## src/logic/tcp_pkg.sv

```systemverilog
package tcp_pkg;

    // ========================================================
    // sizes
    // ========================================================
    localparam int          NUM_UNITS = 5;
    localparam int          CNT_W     = 16;
    localparam int          DEAD_W    = 8;
    localparam int          CTRL_W    = 8;
    localparam int          ADDR_W    = 8;
    localparam int          DATA_W    = 32;
    localparam int          NUM_CMP   = 2;

    // ========================================================
    // register map: unit select in address bits 7:5
    // ========================================================
    localparam int          UNIT_LSB   = 5;
    localparam int          UNIT_W     = 3;
    localparam logic [4:0]  OFF_CTRL   = 5'h00;
    localparam logic [4:0]  OFF_PERIOD = 5'h04;
    localparam logic [4:0]  OFF_CMP    = 5'h08;
    localparam logic [4:0]  OFF_DEAD   = 5'h0C;
    localparam logic [4:0]  OFF_CAPT   = 5'h10;
    localparam logic [4:0]  OFF_STAT   = 5'h14;

    // ========================================================
    // control and status fields
    // ========================================================
    localparam int          CTL_EN      = 0;
    localparam int          CTL_ONESHOT = 1;
    localparam int          CTL_MODE_LO = 2;
    localparam int          CTL_KSRC_LO = 4;
    localparam int          CTL_SAFE_T  = 6;
    localparam int          CTL_SAFE_C  = 7;
    localparam int          STAT_RUN    = 16;
    localparam int          STAT_DOWN   = 17;

    // ========================================================
    // reset values and constants
    // ========================================================
    localparam logic [CTRL_W-1:0] CTRL_RST   = 8'h00;
    localparam logic [CNT_W-1:0]  PERIOD_RST = 16'hFFFF;
    localparam logic [CNT_W-1:0]  CNT_ZERO   = 16'h0000;
    localparam logic [CNT_W-1:0]  CNT_ONE    = 16'h0001;
    localparam logic [CNT_W-1:0]  LFSR_SEED  = 16'h0001;
    localparam logic [CNT_W-1:0]  LFSR_TAPS  = 16'hB400;
    localparam logic [DEAD_W-1:0] DEAD_ZERO  = 8'h00;
    localparam logic [DEAD_W-1:0] DEAD_ONE   = 8'h01;
    localparam logic [DATA_W-1:0] DATA_ZERO  = 32'h0000_0000;

    typedef enum logic [1:0] {
        TCP_MODE_EDGE   = 2'b00,
        TCP_MODE_CENTER = 2'b01,
        TCP_MODE_PRNG   = 2'b10
    } tcp_mode_t;

    typedef enum logic [1:0] {
        TCP_KILL_OFF  = 2'b00,
        TCP_KILL_PIN  = 2'b01,
        TCP_KILL_CMP0 = 2'b10,
        TCP_KILL_CMP1 = 2'b11
    } tcp_ksrc_t;

endpackage : tcp_pkg

```

## src/logic/tcp_dead.sv

```systemverilog
`timescale 1ns/1ps
`default_nettype none

module tcp_dead #(
    parameter int DEAD_W = tcp_pkg::DEAD_W
) (
    // clock and reset
    input  wire logic              clk_i,
    input  wire logic              reset_i,
    // control
    input  wire logic              pwm_i,
    input  wire logic [DEAD_W-1:0] dead_i,
    input  wire logic              kill_i,
    input  wire logic              safe_t_i,
    input  wire logic              safe_c_i,
    // outputs
    output logic                   out_o,
    output logic                   out_n_o
);

    logic              pwm_q_r;
    logic [DEAD_W-1:0] gap_r;

    // ========================================================
    // dead band and kill
    // ========================================================
    // kill holds a pending edge so that release passes through the full dead gap, unless pwm_i
    // toggles in the release cycle: then safe levels hold for the gap and run straight into pwm levels
    always_ff @(posedge clk_i or posedge reset_i) begin
        if (reset_i) begin
            pwm_q_r <= 1'b0;
            gap_r   <= '0;
            out_o   <= 1'b0;
            out_n_o <= 1'b0;
        end else begin
            pwm_q_r <= pwm_i;
            if (kill_i) begin                               // see RQ6
                out_o   <= safe_t_i;
                out_n_o <= safe_c_i;
                gap_r   <= dead_i;
                pwm_q_r <= ~pwm_i;
            end else if (pwm_i != pwm_q_r) begin            // see RQ5
                out_o   <= 1'b0;
                out_n_o <= 1'b0;
                gap_r   <= dead_i;
            end else if (gap_r != '0) begin
                gap_r   <= gap_r - DEAD_W'(1);
            end else begin
                out_o   <= pwm_q_r;
                out_n_o <= ~pwm_q_r;
            end
        end
    end

    // ========================================================
    // checks
    // ========================================================
    chk_kill_force: assert property ( // see RQ6
        @(posedge clk_i) disable iff (reset_i)
        kill_i |=> (out_o == $past(safe_t_i)) && (out_n_o == $past(safe_c_i)))
        else $error("kill did not force safe levels");

    chk_no_overlap: assert property ( // see RQ5
        @(posedge clk_i) disable iff (reset_i)
        !$past(kill_i) |-> !(out_o && out_n_o))
        else $error("true and complement high together");

    chk_dead_gap: assert property ( // see RQ5
        @(posedge clk_i) disable iff (reset_i)
        (pwm_i != pwm_q_r) && !kill_i |=> !out_o && !out_n_o)
        else $error("no dead gap after edge");

    cov_dead_edge: cover property (
        @(posedge clk_i) disable iff (reset_i)
        !out_o ##1 out_o);

endmodule : tcp_dead

`default_nettype wire

```

## src/logic/tcp_top.sv

```systemverilog
// Design decisions made here: the address-and-strobe port and the address map.
`timescale 1ns/1ps
`default_nettype none

// Function
// RQ1: each unit has a 16-bit counter whose period software sets.
// RQ2: a capture event, pin included, copies the count into capture.
// RQ3: at count equal to period the counter stops or reloads as set.
// RQ4: compare values against the count set the PWM duty.
// RQ5: true and complement outputs are parted by a programmable gap; the code skips the gap when pwm_i toggles in the kill release cycle.
// RQ6: kill forces the outputs to preset safe levels with no software.
// RQ7: five independent units are provided.
// RQ8: edge, center and pseudo-random PWM modes are selectable.
// RQ9: kill may come from a comparator output for drive protection.
// RQ10: reset clears the counter and drives both outputs inactive.
module tcp_top #(
    parameter int NUNIT = tcp_pkg::NUM_UNITS
) (
    // clock and reset
    input  wire logic                        clk_i,
    input  wire logic                        reset_i,
    // register port
    input  wire logic [tcp_pkg::ADDR_W-1:0]  addr_i,
    input  wire logic [tcp_pkg::DATA_W-1:0]  wdata_i,
    input  wire logic                        wr_i,
    input  wire logic                        rd_i,
    output logic      [tcp_pkg::DATA_W-1:0]  rdata_o,
    // events
    input  wire logic [NUNIT-1:0]            capture_i,
    input  wire logic [NUNIT-1:0]            kill_i,
    input  wire logic [tcp_pkg::NUM_CMP-1:0] cmp_i,
    // pwm outputs
    output logic      [NUNIT-1:0]            pwm_o,
    output logic      [NUNIT-1:0]            pwm_n_o
);

    localparam int            CW        = tcp_pkg::CNT_W;
    localparam logic [CW-1:0] CNT_ONE_W = tcp_pkg::CNT_ONE;

    logic [tcp_pkg::CTRL_W-1:0] ctrl_r   [NUNIT];
    logic [CW-1:0]              period_r [NUNIT];
    logic [CW-1:0]              cmp_r    [NUNIT];
    logic [tcp_pkg::DEAD_W-1:0] dead_r   [NUNIT];
    logic [CW-1:0]              capt_r   [NUNIT];
    logic [CW-1:0]              count_r  [NUNIT];
    logic [NUNIT-1:0]           run_r;
    logic [NUNIT-1:0]           down_r;
    logic [NUNIT-1:0]           cap_q_r;
    logic [CW-1:0]              lfsr_r;
    logic [tcp_pkg::DATA_W-1:0] rd_nxt;
    logic [tcp_pkg::UNIT_W-1:0] sel_unit;
    logic [4:0]                 sel_off;

    assign sel_unit = addr_i[tcp_pkg::UNIT_LSB +: tcp_pkg::UNIT_W];
    assign sel_off  = addr_i[tcp_pkg::UNIT_LSB-1:0];

    // ========================================================
    // shared pseudo-random source
    // ========================================================
    always_ff @(posedge clk_i or posedge reset_i) begin
        if (reset_i) begin
            lfsr_r <= tcp_pkg::LFSR_SEED;
        end else if (lfsr_r[0]) begin
            lfsr_r <= (lfsr_r >> 1) ^ tcp_pkg::LFSR_TAPS;
        end else begin
            lfsr_r <= lfsr_r >> 1;
        end
    end

    // ========================================================
    // units
    // ========================================================
    for (genvar g = 0; g < NUNIT; g++) begin : g_unit      // see RQ7
        logic                 wr_hit;
        logic                 ctl_wr;
        logic                 oneshot;
        tcp_pkg::tcp_mode_t   mode;
        tcp_pkg::tcp_ksrc_t   ksrc;
        logic                 kill;
        logic                 pwm_raw;

        assign wr_hit  = wr_i && (sel_unit == tcp_pkg::UNIT_W'(g));
        assign ctl_wr  = wr_hit && (sel_off == tcp_pkg::OFF_CTRL);
        assign oneshot = ctrl_r[g][tcp_pkg::CTL_ONESHOT];
        assign mode    = tcp_pkg::tcp_mode_t'(
                             ctrl_r[g][tcp_pkg::CTL_MODE_LO +: 2]);
        assign ksrc    = tcp_pkg::tcp_ksrc_t'(
                             ctrl_r[g][tcp_pkg::CTL_KSRC_LO +: 2]);

        // configuration registers
        always_ff @(posedge clk_i or posedge reset_i) begin
            if (reset_i) begin
                ctrl_r[g]   <= tcp_pkg::CTRL_RST;
                period_r[g] <= tcp_pkg::PERIOD_RST;
                cmp_r[g]    <= tcp_pkg::CNT_ZERO;
                dead_r[g]   <= tcp_pkg::DEAD_ZERO;
            end else if (wr_hit) begin
                unique case (sel_off)
                    tcp_pkg::OFF_CTRL:   ctrl_r[g]   <= wdata_i[7:0];
                    tcp_pkg::OFF_PERIOD: period_r[g] <= wdata_i[CW-1:0];
                    tcp_pkg::OFF_CMP:    cmp_r[g]    <= wdata_i[CW-1:0];
                    tcp_pkg::OFF_DEAD:   dead_r[g]   <= wdata_i[7:0];
                    default: ;
                endcase
            end
        end

        // counter: a control write with enable set restarts from zero
        always_ff @(posedge clk_i or posedge reset_i) begin
            if (reset_i) begin                              // see RQ10
                count_r[g] <= tcp_pkg::CNT_ZERO;
                run_r[g]   <= 1'b0;
                down_r[g]  <= 1'b0;
            end else if (ctl_wr) begin
                count_r[g] <= tcp_pkg::CNT_ZERO;
                run_r[g]   <= wdata_i[tcp_pkg::CTL_EN];
                down_r[g]  <= 1'b0;
            end else if (run_r[g]) begin                    // see RQ1
                if (mode == tcp_pkg::TCP_MODE_CENTER) begin // see RQ8
                    if (!down_r[g]) begin
                        if (count_r[g] == period_r[g]) begin
                            if (oneshot) begin              // see RQ3
                                run_r[g] <= 1'b0;
                            end else if (count_r[g] != '0) begin
                                down_r[g]  <= 1'b1;
                                count_r[g] <= count_r[g] - CNT_ONE_W;
                            end
                        end else begin
                            count_r[g] <= count_r[g] + CNT_ONE_W;
                        end
                    end else if (count_r[g] == '0) begin
                        down_r[g]  <= 1'b0;
                        count_r[g] <= (period_r[g] == '0) ?
                                      tcp_pkg::CNT_ZERO : CNT_ONE_W;
                    end else begin
                        count_r[g] <= count_r[g] - CNT_ONE_W;
                    end
                end else if (count_r[g] == period_r[g]) begin // see RQ3
                    if (oneshot) begin
                        run_r[g] <= 1'b0;
                    end else begin
                        count_r[g] <= tcp_pkg::CNT_ZERO;
                    end
                end else begin
                    count_r[g] <= count_r[g] + CNT_ONE_W;
                end
            end
        end

        // capture on the rising edge of the event input
        always_ff @(posedge clk_i or posedge reset_i) begin
            if (reset_i) begin
                cap_q_r[g] <= 1'b0;
                capt_r[g]  <= tcp_pkg::CNT_ZERO;
            end else begin
                cap_q_r[g] <= capture_i[g];
                if (capture_i[g] && !cap_q_r[g]) begin      // see RQ2
                    capt_r[g] <= count_r[g];
                end
            end
        end

        // duty compare; prng mode compares cmp with the shared LFSR, so its duty is set by the LFSR range, not the period
        always_comb begin
            unique case (mode)                              // see RQ8
                tcp_pkg::TCP_MODE_PRNG:
                    pwm_raw = run_r[g] && (lfsr_r < cmp_r[g]);
                default:                                    // see RQ4
                    pwm_raw = run_r[g] && (count_r[g] < cmp_r[g]);
            endcase
        end

        always_comb begin
            unique case (ksrc)                              // see RQ9
                tcp_pkg::TCP_KILL_PIN:  kill = kill_i[g];
                tcp_pkg::TCP_KILL_CMP0: kill = cmp_i[0];
                tcp_pkg::TCP_KILL_CMP1: kill = cmp_i[1];
                default:                kill = 1'b0;
            endcase
        end

        tcp_dead #(
            .DEAD_W (tcp_pkg::DEAD_W)
        ) u_dead (
            .clk_i    (clk_i),
            .reset_i  (reset_i),
            .pwm_i    (pwm_raw),
            .dead_i   (dead_r[g]),
            .kill_i   (kill),
            .safe_t_i (ctrl_r[g][tcp_pkg::CTL_SAFE_T]),
            .safe_c_i (ctrl_r[g][tcp_pkg::CTL_SAFE_C]),
            .out_o    (pwm_o[g]),
            .out_n_o  (pwm_n_o[g])
        );

        // ====================================================
        // checks
        // ====================================================
        chk_count_step: assert property ( // see RQ1
            @(posedge clk_i) disable iff (reset_i)
            run_r[g] && !ctl_wr && mode == tcp_pkg::TCP_MODE_EDGE &&
            count_r[g] != period_r[g]
            |=> count_r[g] == $past(count_r[g]) + CNT_ONE_W)
            else $error("counter did not step by one");

        chk_capture_copy: assert property ( // see RQ2
            @(posedge clk_i) disable iff (reset_i)
            capture_i[g] && !cap_q_r[g]
            |=> capt_r[g] == $past(count_r[g]))
            else $error("capture missed the count");

        chk_reload_wrap: assert property ( // see RQ3
            @(posedge clk_i) disable iff (reset_i)
            run_r[g] && !ctl_wr && !oneshot &&
            mode == tcp_pkg::TCP_MODE_EDGE && count_r[g] == period_r[g]
            |=> run_r[g] && count_r[g] == tcp_pkg::CNT_ZERO)
            else $error("no reload at period");

        chk_oneshot_stop: assert property ( // see RQ3
            @(posedge clk_i) disable iff (reset_i)
            run_r[g] && !ctl_wr && oneshot && !down_r[g] &&
            count_r[g] == period_r[g]
            |=> !run_r[g] ##1 (!run_r[g] || $past(ctl_wr)))
            else $error("one-shot did not stop");

        chk_edge_duty: assert property ( // see RQ4
            @(posedge clk_i) disable iff (reset_i)
            mode == tcp_pkg::TCP_MODE_EDGE && run_r[g] &&
            count_r[g] < cmp_r[g] |-> pwm_raw)
            else $error("duty compare wrong");

        chk_center_turn: assert property ( // see RQ8
            @(posedge clk_i) disable iff (reset_i)
            run_r[g] && !ctl_wr && !oneshot && !down_r[g] &&
            mode == tcp_pkg::TCP_MODE_CENTER &&
            count_r[g] == period_r[g] && period_r[g] != '0
            |=> down_r[g] && count_r[g] == $past(period_r[g]) - CNT_ONE_W)
            else $error("center mode did not turn");

        chk_kill_source: assert property ( // see RQ9
            @(posedge clk_i) disable iff (reset_i)
            ksrc == tcp_pkg::TCP_KILL_CMP0 && cmp_i[0]
            |=> pwm_o[g] == $past(ctrl_r[g][tcp_pkg::CTL_SAFE_T]))
            else $error("comparator kill ignored");

        chk_reset_idle: assert property ( // see RQ10
            @(posedge clk_i)
            reset_i |-> !pwm_o[g] && !pwm_n_o[g] && count_r[g] == '0)
            else $error("outputs active in reset");

        cov_wrap: cover property (
            @(posedge clk_i) disable iff (reset_i)
            run_r[g] && count_r[g] == period_r[g] ##1 count_r[g] == '0);
        cov_capture: cover property (
            @(posedge clk_i) disable iff (reset_i)
            capture_i[g] && !cap_q_r[g] && run_r[g]);
        cov_kill: cover property (
            @(posedge clk_i) disable iff (reset_i)
            kill ##1 !kill);
    end

    // ========================================================
    // register read
    // ========================================================
    always_comb begin
        rd_nxt = tcp_pkg::DATA_ZERO;
        if (32'(sel_unit) < NUNIT) begin
            unique case (sel_off)
                tcp_pkg::OFF_CTRL:   rd_nxt[7:0]    = ctrl_r[sel_unit];
                tcp_pkg::OFF_PERIOD: rd_nxt[CW-1:0] = period_r[sel_unit];
                tcp_pkg::OFF_CMP:    rd_nxt[CW-1:0] = cmp_r[sel_unit];
                tcp_pkg::OFF_DEAD:   rd_nxt[7:0]    = dead_r[sel_unit];
                tcp_pkg::OFF_CAPT:   rd_nxt[CW-1:0] = capt_r[sel_unit];
                tcp_pkg::OFF_STAT: begin
                    rd_nxt[CW-1:0]             = count_r[sel_unit];
                    rd_nxt[tcp_pkg::STAT_RUN]  = run_r[sel_unit];
                    rd_nxt[tcp_pkg::STAT_DOWN] = down_r[sel_unit];
                end
                default: ;
            endcase
        end
    end

    // data stand only in the cycle after the read strobe
    always_ff @(posedge clk_i or posedge reset_i) begin
        if (reset_i) begin
            rdata_o <= tcp_pkg::DATA_ZERO;
        end else if (rd_i) begin
            rdata_o <= rd_nxt;
        end else begin
            rdata_o <= tcp_pkg::DATA_ZERO;
        end
    end

endmodule : tcp_top

`default_nettype wire

```

## config.mk

```make
export PLATFORM = sky130hd
export DESIGN_NAME = tcp_top
export DESIGN_NICKNAME = d
export VERILOG_FILES = /design/src/logic/tcp_pkg.sv /design/src/logic/tcp_dead.sv /design/src/logic/tcp_top.sv
export SDC_FILE = /design/constraint.sdc
export NUM_CORES = 2
export LEC_CHECK = 0
export ABC_AREA = 1
export BUFFER_PORTS_ARGS = -buffer_cell sky130_fd_sc_hd__buf_4
export CORE_MARGIN = 2
export CORE_UTILIZATION = 66
export DETAILED_ROUTE_END_ITERATION = 10
export GPL_TIMING_DRIVEN = 0
export HOLD_SLACK_MARGIN = 0.06
export PLACE_DENSITY = 0.85
export SYNTH_ARGS = -nofsm -noshare
export SYNTH_HDL_FRONTEND = slang
export SYNTH_HIERARCHICAL = 1
export SYNTH_SLANG_ARGS = --single-unit
```

## constraint.sdc

```tcl
create_clock -name clk_i -period 44 [get_ports clk_i]
set_input_delay 8.8 -clock clk_i [delete_from_list [all_inputs] [get_ports clk_i]]
set_output_delay 8.8 -clock clk_i [all_outputs]
set_load 0.02 [all_outputs]
```

==> impl_metrics.toml <==
[clock_tree]
cts_tree = "yes"
clk_latency_ps = 680
htree_num_levels = 2
cts_buffer_depth = 3
cts_resized = 0
root_buffer = "clkbuf_16"
clock-sinks = 504
postCtsHoldBufs = 0
clk_pin_slew_ps = 60
numCtsBuffers = 55
cts_setup_buffers = 0

[die]
die_h_um = 228
die-area_um2 = 52000
initial_utilization_pct = 66.5
die_w_um = 228
ios = 98
rows = 82
fp.coreArea_um2 = 49900

[worst_setup_path]
crit_fanout = 10
cp.arrival_ps = 11920
path_cells = "buf_4, buf_4, nand2_2, inv_2, clkbuf_1, a22oi_1, a31oi_1, o21ai_0, nand3_1, o21a_1"
cp.required_ps = 44540
crit_buf_inv = 4
cp_common_cell = "buf_4"
max_stage_delay_ps = 880
r2r_setup_slack_ps = 40320
crit_slowest_cell = "a22oi_1"
end_kind = "register"
critical_path_class = "input pin to register"
crit_family = "compound AO/OA/AOI/OAI gates"
crit_path_start_kind = "input pin"

[place]
gp_congestion = 1.15
dpl-instance-area_um2 = 34700
dp_hpwl_um = 99700
dp_slack_ps = 32510
io_buffers = 66
post-place-cells = 5222

[global_routing]
grt_pass1_wl_um = 200000
track_usage_pct = 51.6
antenna_found_initial = 14
grt-ovfl-total = 0
grt_pass1_vias = 32300
grt_max_degree = 128

[run_status]
status = "finished, violations left"
violations = "DRC, capacitance limit, slew limit"

[synth]
ys_ff_latch = 504
yosysUniqueCellTypes = 60
syn_inst = 4467
synth.cell_area_um2 = 33200
async_reset_ff_share_pct = 100
ys.flop_type = "dfrtp_1"
yosysSeqAreaShare_pct = 38.4
synth_top_area_share_pct = 31.9
synth_area_leader_cell = "dfrtp_1"
synth.most_common_cell = "nand2_1"
syn-mean-instance-area_um2 = 7.42
synthTopCellsByCount = "nand2_1, o21ai_0, dfrtp_1, inv_1, nor2_1"
synth_edf_count = 0
netlist_top_cells_area = "dfrtp_1, nand2_1, o21ai_0"
ys_warn_count = 6

[sta]
rsz0062_at_grt = "false"
skew_ps = 31.9
maxSlewHeadroom_pct = -6.87
maxSlewViolCount = 11
fin_tns_setup_ps = 0
layout_setup_ws_ps = 32620
finalCriticalPeriod_ps = 11380
hold_viol = 0
setup_viol = 0
worst_pin_slew_ps = 1600
fin_crit_sh_pct = 25.9
max_freq_ghz = 0.0879

[power]
powerDensity_nw_per_um2 = 55.6
vdd_drop_max_mv = 0.0470
leakage_nw = 16.9

[flow_run]
cap_violations = 1

[cells_and_area]
syn_to_final_growth_pct = 10.5
fin_cells = 5338
fill_cells = 3808
final_nets = 4838
fin_area_um2 = 36600
final_layout_size_suffix_gt1_share_pct = 12.5

[route]
ant_nets = 0
wl_per_cell_um = 25.6
wirelength_um = 137000
dr.pass1.iters = 11
drt_iter0_drc = 5485
drc = 1
vias_per_cell = 6.59
route.vias.total = 35200

[hold_path]
hp-class = "register to register"
==> metrics by stage <==
step	power, mW	util [%]	hold WS, ps
after detailed placement	1.47	69.5	393
after floorplan	1.22	-	388
after global routing	2.12	73.4	411
after global placement	1.43	69.3	388
after CTS	1.98	73.4	401
final	2.04	73.5	401
==> layout make-up <==
type	instances	area [µm²]	share of cell area, %
Antenna cell	12	30.0	0.0820
Buffer	214	1170	3.19
Clock buffer	75	1560	4.27
Clock inverter	29	380	1.04
Inverter	450	1710	4.67
Multi-Input combinational cell	3312	17600	48.1
Sequential cell	504	12700	34.7
Tap cell	672	841	2.30
Timing Repair Buffer	70	606	1.65
==> sequential cells by signal, indices dropped and copies added, names as in the netlist <==
register	count
g_unit.u_dead/gap_r	40
ctrl_r	40
cap_q_r	5
capt_r	80
g_unit.u_dead/out_n_o	5
down_r	5
count_r	80
cmp_r	80
dead_r	40
lfsr_r	16
period_r	80
rdata_o	18
g_unit.u_dead/pwm_q_r	5
g_unit.u_dead/out_o	5
run_r	5
==> per-layer routing <==
metal | wire, µm | share of wire [%] | track usage, %
met2 | 55900 | 41 | 73.9
met3 | 20300 | 15 | 17.8
met1 | 47800 | 35 | 64.7
met5 | 40 | 0.029 | 0
met4 | 12500 | 9.1 | 38.1
==> layout by cell type, fill, tap and decap left out, drive strengths merged, types with 6 or more instances in the layout <==
master and instances:
nand2 1341, o21ai 661, inv 452, dfrtp 423
nor2 273, nand3 208, clkbuf 181, buf 178
ha 175, a21oi 113, o22ai 110, xor2 88
dfstp 81, nand4 79, nor3 65, a31oi 28
a22oi 26, xnor2 25, o21a 22, nor4 22
clkinv 15, conb 14, diode 12, o221ai 10
mux2 10, a22o 8, a21boi 7, bufinv 7
or2 6
==> final timing paths <==
| kind | from | to | cells past startpoint |
|---|---|---|---|
| max in group asynchronous | reset_i | period_r[76] | 5 |
| worst max-delay path | addr_i[5] | rdata_o[8] | 10 |
| worst min register to register | lfsr_r[0] | lfsr_r[15] | 0 |
| worst max register to register | lfsr_r[3] | g_unit[0].u_dead/gap_r[5] | 15 |
| min in group asynchronous | reset_i | dead_r[26] | 2 |
| worst min-delay path | lfsr_r[0] | lfsr_r[15] | 0 |
==> cell families after synthesis <==
family                   count (synthesis)  synth area share [%]
other                                    1                0.0113
adder cells (fa/ha/maj)                175                  6.61
flip-flops                             504                  38.4
AND/OR/NAND/NOR                       1999                  26.3
buffers and inverters                  664                  8.67
multiplexers                            10                 0.340
XOR/XNOR                               113                  2.99
AO/OA/AOI/OAI                         1001                  16.8
==> power breakdown <==
| group | internal (mW) | switching (mW) |
|---|---|---|
| logic | 0.293 | 0.599 |
| clock network | 0.293 | 0.214 |
| registers | 0.543 | 0.0924 |
Note: power is estimated with default switching activity, not from simulation.
